<file path="src/pkg/serial_port_pkg.sv">
/*
  Shared constants and types of the four-mode serial port.
  Assumes an APB master on one 10 MHz clock; register map is word aligned.
*/
package serial_port_pkg;
  // register byte offsets
  localparam logic [7:0] CTRL_OFF = 8'h00;
  localparam logic [7:0] BUF_OFF = 8'h04;
  localparam logic [7:0] PWR_OFF = 8'h08;
  // serial_control_reg fields
  localparam int MODE_HI_BIT = 7;
  localparam int MODE_LO_BIT = 6;
  localparam int MPC_BIT = 5;
  localparam int REN_BIT = 4;
  localparam int TX_NINTH_BIT = 3;
  localparam int RX_NINTH_BIT = 2;
  localparam int TX_DONE_BIT = 1;
  localparam int RX_DONE_BIT = 0;
  // power_control_reg field
  localparam int BDBL_BIT = 7;
  localparam logic [7:0] CTRL_RST = 8'h00;
  localparam logic [7:0] BUF_RST = 8'h00;
  // shift-mode timing in clock periods
  localparam logic [3:0] M0_PER_FAST = 4'h4;
  localparam logic [3:0] M0_PER_SLOW = 4'hC;
  localparam logic [3:0] M0_LEAD_FAST = 4'h1;
  localparam logic [3:0] M0_LEAD_SLOW = 4'h3;
  localparam logic [3:0] M0_LOW_FAST = 4'h2;
  localparam logic [3:0] M0_LOW_SLOW = 4'h6;
  localparam logic [2:0] M0_LAST_BIT = 3'h7;
  // asynchronous framing
  localparam logic [3:0] DIV_LAST = 4'hF;
  localparam logic [3:0] SAMP_A = 4'h7;
  localparam logic [3:0] SAMP_B = 4'h8;
  localparam logic [3:0] SAMP_C = 4'h9;
  localparam logic [3:0] FRAME10 = 4'hA;
  localparam logic [3:0] FRAME11 = 4'hB;

  typedef enum logic [1:0] {
    MODE_SHIFT = 2'h0,
    MODE_TEN = 2'h1,
    MODE_FIX11 = 2'h2,
    MODE_VAR11 = 2'h3
  } mode_t;

  typedef enum logic [2:0] {
    M0_IDLE = 3'b001,
    M0_TX = 3'b010,
    M0_RX = 3'b100
  } m0_state_t;

  typedef struct packed {
    logic rxd_out;
    logic rxd_oe;
    logic txd_out;
  } pins_t;
endpackage : serial_port_pkg

</file>
<file path="src/core/serial_port_four_mode.sv">
/*
  Four-mode serial port: shift mode plus three asynchronous modes, APB regs.
  Assumes timer_ovf is a one-cycle pulse on clk; rxd_in is an async pin.
*/
`timescale 1ns/1ps
// What this block does
// - shift mode: data on rxd, clock on txd
// - shift frame: eight bits, lsb first, unframed
// - shift clock is clk/12 or clk/4
// - fast: data 1 before fall, low 2
// - slow: data 3 before fall, low 6
// - buffer write starts transmission in every mode
// - shift mode sets tx done after last bit
// - shift receive needs enable and clear rx flag
// - shift mode sets rx done, halts reception
// - ten-bit frame: start, eight data, stop
// - ten-bit rate: overflow over 16 or 32
// - async bits leave at divider rollover
// - tx done at 10th or 11th rollover
// - falling edge resets divider, starts reception
// - vote of samples at states 7,8,9
// - bad start bit aborts the frame
// - load only if rx flag clear, filter passes
// - eleven-bit frame carries programmable ninth bit
// - fixed eleven-bit rate: clk/32 or clk/64
// - variable eleven-bit mode uses overflow rate
// - buffer write goes tx, read gives rx
module serial_port_four_mode (
  input wire logic clk, // 10 MHz system clock
  input wire logic reset, // synchronous, active high
  input wire logic psel, // apb select
  input wire logic penable, // apb access phase
  input wire logic pwrite, // apb direction
  input wire logic [7:0] paddr, // apb byte address
  input wire logic [31:0] pwdata, // apb write data
  output logic [31:0] prdata, // apb read data
  output logic pready, // apb ready
  output logic pslverr, // apb error on unmapped address
  input wire logic timer_ovf, // baud timer overflow pulse
  input wire logic rxd_in, // receive line level
  output serial_port_pkg::pins_t pins // rxd drive, rxd enable, txd
);
  logic [7:0] ctrl_q, rbuf_q;
  logic bdbl_q, pready_q, pslverr_q;
  logic [31:0] prdata_q;
  serial_port_pkg::pins_t pins_q;
  logic rx_s1_q, rx_s2_q, rx_prev_q;
  logic [1:0] pre_q;
  logic tick;
  logic [3:0] tx_div_q, tx_cnt_q;
  logic tx_busy_q, tx_line_q;
  logic [10:0] tx_sh_q;
  logic rx_busy_q;
  logic [3:0] rx_div_q, rx_bit_q;
  logic [1:0] rx_samp_q;
  logic [8:0] rx_sh_q;
  serial_port_pkg::m0_state_t m0_state_q;
  logic [3:0] m0_ph_q;
  logic [2:0] m0_bit_q;
  logic [7:0] m0_sh_q;
  logic m0_sclk_q, m0_dat_q;
  serial_port_pkg::mode_t mode;
  logic mpc, ren, ten_bit, m0, acc, wr_en, wr_ctrl, wr_buf;
  logic [3:0] per, fall_ph, rise_ph, frame_bits;
  logic tx_roll, ti_set, ri_set, ri_load, rx_vote_en, rx_v, rx_fin, rx_fall;
  logic [7:0] ri_data;
  logic ri_ninth;

  function automatic logic vote3(input logic a, input logic b, input logic c);
    return (a & b) | (a & c) | (b & c);
  endfunction : vote3

  assign mode = serial_port_pkg::mode_t'({ctrl_q[serial_port_pkg::MODE_HI_BIT],
                                          ctrl_q[serial_port_pkg::MODE_LO_BIT]});
  assign mpc = ctrl_q[serial_port_pkg::MPC_BIT];
  assign ren = ctrl_q[serial_port_pkg::REN_BIT];
  assign m0 = (mode == serial_port_pkg::MODE_SHIFT);
  assign ten_bit = (mode == serial_port_pkg::MODE_TEN);
  assign frame_bits = ten_bit ? serial_port_pkg::FRAME10 : serial_port_pkg::FRAME11;
  assign per = mpc ? serial_port_pkg::M0_PER_FAST : serial_port_pkg::M0_PER_SLOW;
  assign fall_ph = mpc ? serial_port_pkg::M0_LEAD_FAST : serial_port_pkg::M0_LEAD_SLOW;
  assign rise_ph = fall_ph + (mpc ? serial_port_pkg::M0_LOW_FAST : serial_port_pkg::M0_LOW_SLOW);

  // apb: one wait state, ready and data both registered
  assign acc = psel & penable & pready_q;
  assign wr_en = acc & pwrite & ~pslverr_q;
  assign wr_ctrl = wr_en & (paddr == serial_port_pkg::CTRL_OFF);
  assign wr_buf = wr_en & (paddr == serial_port_pkg::BUF_OFF);

  always_ff @(posedge clk) begin
    if (reset) begin
      pready_q <= 1'b0;
      pslverr_q <= 1'b0;
      prdata_q <= 32'h0000_0000;
    end else begin
      pready_q <= psel & penable & ~pready_q;
      pslverr_q <= 1'b0;
      if (psel & penable & ~pready_q) begin
        prdata_q <= 32'h0000_0000;
        case (paddr)
          serial_port_pkg::CTRL_OFF: prdata_q[7:0] <= ctrl_q;
          serial_port_pkg::BUF_OFF: prdata_q[7:0] <= rbuf_q;
          serial_port_pkg::PWR_OFF: prdata_q[serial_port_pkg::BDBL_BIT] <= bdbl_q;
          default: pslverr_q <= 1'b1;
        endcase
      end
    end
  end

  // control register; hardware set beats a software clear
  always_ff @(posedge clk) begin
    if (reset) begin
      ctrl_q <= serial_port_pkg::CTRL_RST;
      bdbl_q <= 1'b0;
    end else begin
      if (wr_ctrl) begin
        ctrl_q[7:2] <= pwdata[7:2];
      end
      if (ri_load) begin
        ctrl_q[serial_port_pkg::RX_NINTH_BIT] <= ri_ninth;
      end
      ctrl_q[serial_port_pkg::TX_DONE_BIT] <= ti_set |
        (wr_ctrl ? pwdata[serial_port_pkg::TX_DONE_BIT] : ctrl_q[serial_port_pkg::TX_DONE_BIT]);
      ctrl_q[serial_port_pkg::RX_DONE_BIT] <= ri_set |
        (wr_ctrl ? pwdata[serial_port_pkg::RX_DONE_BIT] : ctrl_q[serial_port_pkg::RX_DONE_BIT]);
      if (wr_en & (paddr == serial_port_pkg::PWR_OFF)) begin
        bdbl_q <= pwdata[serial_port_pkg::BDBL_BIT];
      end
    end
  end

  always_ff @(posedge clk) begin
    if (reset) begin
      rbuf_q <= serial_port_pkg::BUF_RST;
    end else if (ri_set) begin
      rbuf_q <= ri_data;
    end
  end

  // receive pin synchroniser plus one stage for edge finding
  always_ff @(posedge clk) begin
    if (reset) begin
      rx_s1_q <= 1'b1;
      rx_s2_q <= 1'b1;
      rx_prev_q <= 1'b1;
    end else begin
      rx_s1_q <= rxd_in;
      rx_s2_q <= rx_s1_q;
      rx_prev_q <= rx_s2_q;
    end
  end

  // 16x tick: mode 2 from clk, modes 1 and 3 from timer overflow
  always_ff @(posedge clk) begin
    if (reset) begin
      pre_q <= 2'h0;
    end else if ((mode == serial_port_pkg::MODE_FIX11) | timer_ovf) begin
      pre_q <= pre_q + 2'h1;
    end
  end

  always_comb begin
    if (mode == serial_port_pkg::MODE_FIX11) begin
      tick = bdbl_q ? pre_q[0] : (pre_q == 2'h3);
    end else begin
      tick = timer_ovf & (bdbl_q | pre_q[0]);
    end
  end

  // asynchronous transmitter
  assign tx_roll = tick & (tx_div_q == serial_port_pkg::DIV_LAST);
  assign ti_set = (tx_busy_q & tx_roll & (tx_cnt_q == frame_bits - 4'h1)) |
                  ((m0_state_q == serial_port_pkg::M0_TX) & (m0_ph_q == per - 4'h1) &
                   (m0_bit_q == serial_port_pkg::M0_LAST_BIT));

  always_ff @(posedge clk) begin
    if (reset) begin
      tx_div_q <= 4'h0;
    end else if (tick) begin
      tx_div_q <= tx_div_q + 4'h1;
    end
  end

  always_ff @(posedge clk) begin
    if (reset) begin
      tx_busy_q <= 1'b0;
      tx_cnt_q <= 4'h0;
      tx_sh_q <= 11'h7FF;
      tx_line_q <= 1'b1;
    end else if (wr_buf & ~m0) begin
      // frame waits for the divider, not the write
      tx_busy_q <= 1'b1;
      tx_cnt_q <= 4'h0;
      tx_sh_q <= {1'b1, ten_bit | ctrl_q[serial_port_pkg::TX_NINTH_BIT], pwdata[7:0], 1'b0};
    end else if (tx_busy_q & tx_roll) begin
      tx_line_q <= tx_sh_q[0];
      tx_sh_q <= {1'b1, tx_sh_q[10:1]};
      tx_cnt_q <= tx_cnt_q + 4'h1;
      tx_busy_q <= ~ti_set;
    end
  end

  // asynchronous receiver
  assign rx_fall = rx_prev_q & ~rx_s2_q;
  assign rx_vote_en = rx_busy_q & tick & (rx_div_q == serial_port_pkg::SAMP_C);
  assign rx_v = vote3(rx_samp_q[1], rx_samp_q[0], rx_s2_q);
  assign rx_fin = rx_vote_en & (rx_bit_q == frame_bits - 4'h1);

  always_ff @(posedge clk) begin
    if (reset) begin
      rx_busy_q <= 1'b0;
      rx_div_q <= 4'h0;
      rx_bit_q <= 4'h0;
      rx_samp_q <= 2'h0;
      rx_sh_q <= 9'h000;
    end else if (m0 | ~ren) begin
      rx_busy_q <= 1'b0;
    end else if (~rx_busy_q) begin
      if (rx_fall) begin
        rx_busy_q <= 1'b1;
        rx_div_q <= 4'h0;
        rx_bit_q <= 4'h0;
      end
    end else begin
      if (tick) begin
        rx_div_q <= rx_div_q + 4'h1;
      end
      if (tick & ((rx_div_q == serial_port_pkg::SAMP_A) |
                  (rx_div_q == serial_port_pkg::SAMP_B))) begin
        rx_samp_q <= {rx_samp_q[0], rx_s2_q};
      end
      if (rx_vote_en) begin
        rx_bit_q <= rx_bit_q + 4'h1;
        if (rx_bit_q == 4'h0) begin
          rx_busy_q <= ~rx_v;
        end else if (rx_fin) begin
          // back to edge hunting from mid stop bit
          rx_busy_q <= 1'b0;
        end else begin
          rx_sh_q <= {rx_v, rx_sh_q[8:1]};
        end
      end
    end
  end

  // shift-mode engine, half duplex
  always_ff @(posedge clk) begin
    if (reset) begin
      m0_state_q <= serial_port_pkg::M0_IDLE;
      m0_ph_q <= 4'h0;
      m0_bit_q <= 3'h0;
      m0_sh_q <= 8'h00;
      m0_sclk_q <= 1'b1;
      m0_dat_q <= 1'b1;
    end else begin
      case (m0_state_q)
        serial_port_pkg::M0_IDLE: begin
          m0_ph_q <= 4'h0;
          m0_bit_q <= 3'h0;
          m0_sclk_q <= 1'b1;
          if (m0 & wr_buf) begin
            m0_state_q <= serial_port_pkg::M0_TX;
            m0_sh_q <= {1'b1, pwdata[7:1]};
            m0_dat_q <= pwdata[0];
          end else if (m0 & ren & ~ctrl_q[serial_port_pkg::RX_DONE_BIT]) begin
            m0_state_q <= serial_port_pkg::M0_RX;
          end
        end
        serial_port_pkg::M0_TX, serial_port_pkg::M0_RX: begin
          m0_ph_q <= (m0_ph_q == per - 4'h1) ? 4'h0 : m0_ph_q + 4'h1;
          if (m0_ph_q == fall_ph - 4'h1) begin
            m0_sclk_q <= 1'b0;
          end
          if (m0_ph_q == rise_ph - 4'h1) begin
            m0_sclk_q <= 1'b1;
            if (m0_state_q == serial_port_pkg::M0_RX) begin
              // peer moved data at the fall
              m0_sh_q <= {rx_s2_q, m0_sh_q[7:1]};
            end
          end
          if (m0_ph_q == per - 4'h1) begin
            m0_bit_q <= m0_bit_q + 3'h1;
            if (m0_bit_q == serial_port_pkg::M0_LAST_BIT) begin
              m0_state_q <= serial_port_pkg::M0_IDLE;
            end else if (m0_state_q == serial_port_pkg::M0_TX) begin
              m0_dat_q <= m0_sh_q[0];
              m0_sh_q <= {1'b1, m0_sh_q[7:1]};
            end
          end
        end
        default: m0_state_q <= serial_port_pkg::M0_IDLE;
      endcase
    end
  end

  // completion of a received frame in either engine
  always_comb begin
    ri_load = 1'b0;
    ri_data = m0_sh_q;
    ri_ninth = 1'b0;
    if ((m0_state_q == serial_port_pkg::M0_RX) & (m0_ph_q == per - 4'h1) &
        (m0_bit_q == serial_port_pkg::M0_LAST_BIT)) begin
      ri_load = 1'b1;
    end else if (rx_fin) begin
      ri_data = ten_bit ? rx_sh_q[8:1] : rx_sh_q[7:0];
      ri_ninth = ten_bit ? rx_v : rx_sh_q[8];
      ri_load = ~ctrl_q[serial_port_pkg::RX_DONE_BIT] & (~mpc | ri_ninth) &
                ~(wr_ctrl & pwdata[serial_port_pkg::RX_DONE_BIT]);
    end
  end
  assign ri_set = ri_load;

  // single output stage keeps shift data and clock aligned
  always_ff @(posedge clk) begin
    if (reset) begin
      pins_q <= '{rxd_out: 1'b1, rxd_oe: 1'b0, txd_out: 1'b1};
    end else begin
      pins_q.rxd_out <= m0_dat_q;
      pins_q.rxd_oe <= (m0_state_q == serial_port_pkg::M0_TX);
      pins_q.txd_out <= m0 ? m0_sclk_q : tx_line_q;
    end
  end

  assign prdata = prdata_q;
  assign pready = pready_q;
  assign pslverr = pslverr_q;
  assign pins = pins_q;
endmodule : serial_port_four_mode

</file>
<file path="config.mk">
export PLATFORM = sky130hd
export DESIGN_NAME = serial_port_four_mode
export DESIGN_NICKNAME = d
export VERILOG_FILES = /design/src/pkg/serial_port_pkg.sv /design/src/core/serial_port_four_mode.sv
export SDC_FILE = /design/constraint.sdc
export NUM_CORES = 1
export LEC_CHECK = 0
export CAP_MARGIN = 10
export CORE_ASPECT_RATIO = 0.9
export CORE_MARGIN = 1.5
export CORE_UTILIZATION = 34
export DETAILED_ROUTE_END_ITERATION = 10
export DONT_BUFFER_PORTS = 1
export HOLD_SLACK_MARGIN = 0.05
export SLEW_MARGIN = 5
export SYNTH_ARGS = -nofsm -noshare
export SYNTH_HDL_FRONTEND = slang
export SYNTH_SLANG_ARGS = --single-unit
</file>
<file path="constraint.sdc">
create_clock -name clk -period 2.35 [get_ports clk]
set_clock_uncertainty 0.1 [all_clocks]
set_input_delay 0.235 -clock clk [delete_from_list [all_inputs] [get_ports clk]]
set_output_delay 0.235 -clock clk [all_outputs]
set_load 0.02 [all_outputs]
</file>
* Word-level counts from Yosys, hierarchy flattened *
Index checks and enable logic that the tools add are counted.

word-level totals
  flip-flop bits (word level) = 95
  input bits = 47
  word-level logic and storage cells = 209

operators by class
  $add $sub $neg = 12
  equality and inequality tests = 27
  mux-type cells = 60
  bitwise gates (word level) = 57
  reductions and logical operators = 22

operators with widths
  operator             count
  $mux 8               9
  $and 1x1->1          31
  $mux 4               7
  $mux 1               27
  $add 4x1->4 const B  5
  $eq 4x4->1           5
  $mux 10              2
  $mux 3               6
  $pmux 8 s2           1
  $not 1->1            15
  $pmux 7 s2           1
  $eq 4x4->1 const B   3
  $ne 2x2->1 const B   6
  $pmux 3 s2           2
  $reduce_and 3->1     4
  $sub 4x1->4 const B  3
  $or 1x1->1           11
  $reduce_and 5->1     2
  $eq 8x3->1 const B   1
  $eq 8x4->1 const B   1
  $logic_not 8->1      1
  $pmux 4 s2           1
  $reduce_and 2->1     4
  $reduce_bool 2->1    4
  19 further kinds     26

* Logic depth before layout (Yosys ltp) *
Gate-level depths: netlist (run 1).

  word-level depth = 11
  gate-level depth with buffers = 9
  depth with buffers taken out = 7

* Least setup slack after synthesis (run 1) *
OpenSTA, ideal clock, no wires.

  path type = input -> register
  from = input port paddr[1]
  to = register m0_sh_q[6]
  setup time = 122 ps
  arrival = 2317 ps
  required time = 2128 ps
  path slack = -189 ps
  cell stages on the path = 6
  path through = or4_4 or4_4 or4_4 and3_4 buf_6 a221o_1

on the way
  cells in the longest elaborated chain, start to end = 5

ends and longest elaborated chain
  element                            RTL line                      text
  from (decl)                        serial_port_four_mode.sv:34   input wire logic [7:0] paddr,
  $eq 8x3->1                         serial_port_four_mode.sv:88   assign wr_buf = wr_en & (paddr == serial_port_pkg::BUF_OFF);
  $and 1x1->1                        serial_port_four_mode.sv:88
  $and 1x1->1                        serial_port_four_mode.sv:261  if (m0 & wr_buf) begin
  $ne 2x2->1 (no source line)        --
  $reduce_and 2->1 (no source line)  --
  to (signal assigned)               serial_port_four_mode.sv:263  m0_sh_q <= {1'b1, pwdata[7:1]};
  to (signal assigned)               serial_port_four_mode.sv:278  m0_sh_q <= {rx_s2_q, m0_sh_q[7:1]};
  to (signal assigned)               serial_port_four_mode.sv:287  m0_sh_q <= {1'b1, m0_sh_q[7:1]};
  to (decl)                          serial_port_four_mode.sv:60   logic [7:0] m0_sh_q;

No other way between the ends.
A chain may end at the register's enable or synchronous reset.

* Final worst setup path (run 1) *
  from = register pslverr_q (netlist: pslverr)
  to = register m0_sh_q[5]

on the way
  cells in the longest elaborated chain, start to end = 6

ends and longest elaborated chain
  element                            RTL line                      text
  from (decl)                        serial_port_four_mode.sv:44   logic bdbl_q, pready_q, pslverr_q;
  from (signal assigned)             serial_port_four_mode.sv:93   pslverr_q <= 1'b0;
  from (signal assigned)             serial_port_four_mode.sv:97   pslverr_q <= 1'b0;
  from (signal assigned)             serial_port_four_mode.sv:104  default: pslverr_q <= 1'b1;
  $not 1->1                          serial_port_four_mode.sv:86   assign wr_en = acc & pwrite & ~pslverr_q;
  $and 1x1->1                        serial_port_four_mode.sv:86
  $and 1x1->1                        serial_port_four_mode.sv:88
  $and 1x1->1                        serial_port_four_mode.sv:261
  $ne 2x2->1 (no source line)        --
  $reduce_and 2->1 (no source line)  --

No other way between the ends.

==> reports/qor.txt, run 1 <==
DRT antenna net count: 0
Switch share: 0.2238
Setup TNS: 0 ns
First-pass GRT wire length: 20640 um
Power Density: 594.0 mW/mm2
Most frequent cells in the layout: dfxtp_1 (94), nor2_1 (51), a21oi_1 (47)
Critical Path End: m0_sh_q[5]$_SDFFE_PP0P_
Post-route cell area: 0.005705 mm2
DR vias: 4254
Hold Fails Final Rpt: 0
Vias per inst: 5.385
Clock share of power: 0.475
Die Area: 0.01515 mm2
VDD IR-drop max: 0.3375 mV
Synth top area cells: dfxtp_1 (39%), mux2i_1 (6.1%), a21oi_1 (4.9%), nor2_1 (3.9%), buf_4 (3.7%)
Grt total ovfl: 0
Period utilization: 0.9517
Post-synth EDFFs: 0
Crit-path max FO: 7
Root Buffer: clkbuf_16
Commonest non-fill, non-tap cell in the layout: dfxtp_1
Total GRT Usage: 0.1740
DRT iter0 DRCs: 218
Synth Instances: 564
Setup Fix Bufs, Post-CTS: 0
P&R area growth vs syn: 16.36%
Fillers: 1401
Clock Tree Buf Depth: 2
Sequential power share: 0.479
Register area share after synthesis: 0.3879
Logic pwr share: 0.046
Avg Cell Area, Syn: 8.694 um2
Top Ports: 84
Vias in the first global route: 4074
Number of H-tree levels: 3
Post-layout min period: 2.237 ns
Fin util: 0.4059
Post-synth ARST share: 0
WP data required: 2.48 ns
Int Power: 0.002631 W
Max cap viols: 0
Wirelength, routed: 12880 um
Worst Setup SP: pslverr$_SDFF_PP0_
Antenna Cells: 0
Yosys reg bits: 95
Final setup viols: 0
Psw: 0.0007585 W
Status: finished clean
Row cnt: 41
CTS tree: built
Worst-Skew Late Latency: 0.35 ns
Critical path arrival: 2.37 ns
Number of nets in the finished design: 650
CP Capture Type: register
Synth warnings: 0
Slew at the pin closest to its max-slew limit: 0.4975 ns
Gpl congestion: 0.8153
DRT Pass-1 Iters: 5
Post-synthesis cell type count: 64
Worst r2r src: pslverr$_SDFF_PP0_
Hold WS: 0.06978 ns
CP Class: register to register
Relative slew slack: 0.6659
Dominant cell type by area after synthesis: dfxtp_1
Multi-input logic area: 0.002740 mm2
Reg2reg end: m0_sh_q[5]$_SDFFE_PP0P_
R2R cell count: 4
R2R setup slack: 0.11 ns
Leakage: 2.121 nW
Unrepaired setup endpoints after global routing: false
PortBufs: 0
Initial antenna violation count: 1
DP HPWL: 8814 um
Die W: 129.6 um
Pins Over Slew Limit: 0
Pin count of the biggest net entering global routing: 82
DRC Markers: 0
Share of cells above drive strength 1: 0.1340
Yosys top cell area share: 0.3879
Clock slew at reported path FFs: 0.07 ns
Mapped cell area: 0.004903 mm2
CTS buffer count: 9
Wire per inst: 16.31 um
Fmax: 447.1 MHz
Register area: 0.001903 mm2
Hold crit path type: input port to register
Worst Hold Launch: pwdata[2]
Sink Count: 95
Core box area: 0.01406 mm2
Most used DFF post-synth: dfxtp_1
Die height: 116.9 um
Worst slack, placed: -0.1733 ns
Initial Util: 0.3489
Placed Area: 0.005195 mm2
Worst Setup Start Kind: register
Setup slack after layout: 0.1134 ns
==> power by group through the flow <==
stage               clock, W  combinational [W]  sequential, W
CTS                  0.00164           0.000155        0.00162
detailed placement         0          0.0000982        0.00166
global route         0.00170           0.000170        0.00162
floorplan                  0           0.000132        0.00166
global placement           0          0.0000950        0.00166
finish               0.00161           0.000155        0.00162
==> cell type report <==
type | instances | area share
Timing Repair Buffer | 50 | 0.07763
Inverter | 13 | 0.008553
Clock inverter | 6 | 0.01579
Multi-Input combinational cell | 423 | 0.4803
Clock buffer | 10 | 0.04189
Tap cell | 193 | 0.04232
Sequential cell | 95 | 0.3336
==> timing repair <==
item,in CTS,in global routing
resized for setup,0,5
setup endpoints to repair,0,18
endpoints found under the hold margin,79,0
hold buffers,15,0
==> flip-flops by register name, indices dropped and copies added, names as in the netlist, 3 cells and up <==
| register | count |
|---|---|
| m0_sh_q | 8 |
| m0_bit_q | 3 |
| rx_div_q | 4 |
| tx_sh_q | 10 |
| m0_state_q | 3 |
| rx_sh_q | 9 |
| rx_bit_q | 4 |
| m0_ph_q | 4 |
| tx_cnt_q | 4 |
| ctrl_q | 8 |
| tx_div_q | 4 |
| pins | 3 |
| rbuf_q | 8 |
| prdata | 8 |
==> logic make-up after synthesis <==
| family | Yosys count | share of synthesized area |
|---|---|---|
| AND/OR/NAND/NOR | 196 | 0.2194 |
| AO/OA/AOI/OAI | 146 | 0.1962 |
| flip-flops | 95 | 0.3879 |
| buffers and inverters | 69 | 0.07349 |
| multiplexers | 38 | 0.07961 |
| adder cells (fa/ha/maj) | 12 | 0.03011 |
| XOR/XNOR | 7 | 0.01250 |
| other | 1 | 0.0007648 |
==> through the flow <==
stage / instances / total power (W)
floorplan: 587 / 0.001793
global placement: 759 / 0.001756
detailed placement: 759 / 0.001760
CTS: 790 / 0.003418
global route: 790 / 0.003500
finish: 790 / 0.003389
==> critical path, cell delays in order (launching register included) <==
cell and delay, ns:
dfxtp_1 0.31, or4_1 0.68, or4_4 0.47, and3_4 0.21, a221o_1 0.35
==> synthesized netlist by cell type (5+ instances only) <==
cell type / count
o311ai_0: 8
clkbuf_1: 26
and3_1: 19
nor2_1: 51
o21ai_0: 27
nand2b_1: 7
mux2_2: 8
nand2_1: 21
o41ai_1: 8
ha_1: 11
nand3_1: 24
nor2b_1: 13
nor4_1: 6
mux2i_1: 30
inv_1: 13
nor3_1: 7
or4_1: 6
a22oi_1: 15
or3_1: 6
nand4_1: 5
buf_4: 24
a221o_1: 8
or2_2: 7
dfxtp_1: 95
a21oi_1: 48
==> worst min path at each step <==
| stage | to | cells after the start |
|---|---|---|
| floorplan | rx_s1_q$_SDFF_PP1_ | 1 |
| global placement | m0_ph_q[3]$_SDFFE_PP0P_ | 1 |
| detailed placement | m0_ph_q[2]$_SDFFE_PP0P_ | 1 |
| CTS | m0_sh_q[1]$_SDFFE_PP0P_ | 2 |
| global route | m0_sh_q[1]$_SDFFE_PP0P_ | 2 |
| finish | m0_sh_q[1]$_SDFFE_PP0P_ | 2 |
==> layer usage <==
| metal | global-route usage | vias to the layer above | part of all wire |
|---|---|---|---|
| met1 | 0.2238 | 2025 | 0.45 |
| met4 | 0.06741 | 4 | 0.022 |
| met5 | 0 | - | 0.0025 |
| met2 | 0.2843 | 104 | 0.47 |
| met3 | 0.04091 | 23 | 0.051 |
| li1 | - | 2098 | - |
(Power assumes the default switching activity.)
==> inputs of run 2 (changes only) <==
MAX_ROUTING_LAYER = met4   (was unset)
clock period = 1.8 ns   (was 2.35 ns; I/O delays follow)
==> run 2 against run 1 <==
Non-clock buffer count increased by 96. Setup slack got worse by 0.38 ns. Die area unchanged. Final cell count increased by 13%. Combinational power increased by 45%. First-iteration DRC count increased by 78%. Wire length increased by 16%. Clock power increased by 17%. Hold slack got worse by 0.26 ns. Register-to-register slack got worse by 0.36 ns. Via count increased by 12%. The flow now finishes with violations (hold timing, setup timing). Global-route usage increased by 2.0 points.
==> reports/qor.txt, run 2 (same netlist as run 1, synthesis figures left out) <==
Status: finished, violations left
Failing checks: hold timing, setup timing
Most frequent cells in the layout: buf_4 (96), dfxtp_1 (81), nor2_1 (45)
Switch share: 0.2494 (+0.02566)
Commonest non-fill, non-tap cell in the layout: buf_4
Period utilization: 1.148
Max cap viols: 0 (unchanged)
Clock share of power: 0.446 (-0.029)
Number of nets in the finished design: 749 (+15%)
DP HPWL: 9547 um (+8.3%)
Worst Setup Start Kind: input port
Post-layout min period: 2.066 ns
WP data required: 1.93 ns (-0.55 ns)
CTS buffer count: 9 (unchanged)
CTS tree: built
Pin count of the biggest net entering global routing: 86 (+4.9%)
Share of cells above drive strength 1: 0.3951 (+0.2611)
Wire per inst: 16.75 um (+2.7%)
Fin util: 0.5159 (+0.1100)
VDD IR-drop max: 0.4506 mV (+34%)
Core box area: 0.01406 mm2 (unchanged)
DRT iter0 DRCs: 389 (+78%)
Crit-path max FO: 7 (unchanged)
Die W: 129.6 um (unchanged)
Worst Setup SP: paddr[1]
Sequential power share: 0.501 (+0.022)
Hold WS: -0.1869 ns (-0.2567 ns)
DRT antenna net count: 0 (unchanged)
Root Buffer: clkbuf_16
CP Class: input port to register
Initial antenna violation count: 0 (-1)
Sink Count: 95 (unchanged)
Clock slew at reported path FFs: 0.08 ns (about the same)
Initial Util: 0.3489 (unchanged)
Top Ports: 84 (unchanged)
Vias per inst: 5.354 (-0.57%)
Logic pwr share: 0.053 (+0.007)
First-pass GRT wire length: 22580 um (+9.4%)
P&R area growth vs syn: 47.89%
DRC Markers: 0 (unchanged)
Largest Register: tx_sh_q
Hold Buf Count CTS: 22 (+7)
Hold Fails Final Rpt: 58 (+58)
Die Area: 0.01515 mm2 (unchanged)
Max reg flops: 10 (unchanged)
Int Power: 0.003175 W (+21%)
Die height: 116.9 um (unchanged)
Power Density: 583.4 mW/mm2 (-1.8%)
Worst-Skew Late Latency: 0.35 ns (about the same)
Total Power: 0.004231 W (+25%)
Pins Over Slew Limit: 0 (unchanged)
Top flop regs: tx_sh_q x10, rx_sh_q x9
Leakage: 2.780 nW (+31%)
Antenna Cells: 0 (unchanged)
DRT Pass-1 Iters: 4 (-1)
CP Capture Type: register
Placed cells: 820 (+8.0%)
Critical path arrival: 2.20 ns (-0.17 ns)
Psw: 0.001055 W (+39%)
Clock Tree Buf Depth: 2 (unchanged)
Final setup viols: 56 (+56)
Wirelength, routed: 14900 um (+16%)
Total GRT Usage: 0.1944 (+0.02044)
Worst Hold Launch: reset
Setup slack after layout: -0.2663 ns (-0.3797 ns)
Fmax: 484.0 MHz
Vias in the first global route: 4524 (+11%)
Worst r2r src: pslverr$_SDFF_PP0_
Worst slack, placed: -0.6214 ns (-0.4481 ns)
Unrepaired setup endpoints after global routing: true
DR vias: 4760 (+12%)
Gpl congestion: 0.8756 (+7.4%)
Number of H-tree levels: 3 (unchanged)
PortBufs: 0 (unchanged)
Final Non-Filler Cells: 889 (+13%)
Grt total ovfl: 0 (unchanged)
Hold crit path type: input port to register
Row cnt: 41 (unchanged)
run 2: timing repair:
action | in CTS | in global routing
gates cloned | 4 | 4
hold endpoints to repair | 85 | 72
resized for setup | 66 | 85
buffers inserted | 13 | 11
endpoints found under the setup margin | 59 | 68
pin swaps | 17 | 38
run 2: cell type report:
type                            count  area (um2)
Inverter                           13       48.80
Timing Repair Buffer              146        1358
Fill cell                        1263        6804
Multi-Input combinational cell    426        3391
Tap cell                          193       241.5
Clock inverter                      7       63.81
Clock buffer                        9       225.2
Sequential cell                    95        1924
run 2: metal layers:
metal,up-vias,track usage,wire length (um)
li1,2307,-,-
met1,2306,0.2405,6346
met2,118,0.3291,7672
met3,29,0.03682,618
met4,0,0.04667,258
met5,-,-,0
run 2: worst paths after layout:
check | to | slack, ns | cells past startpoint
max | m0_sh_q[4]$_SDFFE_PP0P_ | -0.27 | 5
max reg2reg | m0_sh_q[4]$_SDFFE_PP0P_ | -0.25 | 4
min | ctrl_q[1]$_SDFF_PP0_ | -0.19 | 1
min reg2reg | tx_cnt_q[3]$_SDFFE_PP0P_ | 0.38 | 2
run 2: stage by stage:
stage / area [um2] / setup TNS, ns
global route: 7252 / -10.90
CTS: 6829 / -6.309
detailed placement: 5879 / -20.48
floorplan: 5230 / -10.60
finish: 7252 / -7.190
global placement: 5879 / -19.21
run 2: critical path: stages:
cell and delay (ns):
or4_4 0.52, or4_4 0.45, or4_4 0.50, and3_4 0.21
a221o_1 0.35
run 2: power by group through the flow:
stage          Combinational [W]  Sequential (W)  Clock, W
2_1_floorplan           0.000179         0.00217         0
3_3_place_gp            0.000139         0.00217         0
3_5_place_dp            0.000143         0.00217         0
4_1_cts                 0.000211         0.00212   0.00192
5_1_grt                 0.000242         0.00212   0.00199
6_report                0.000224         0.00212   0.00189
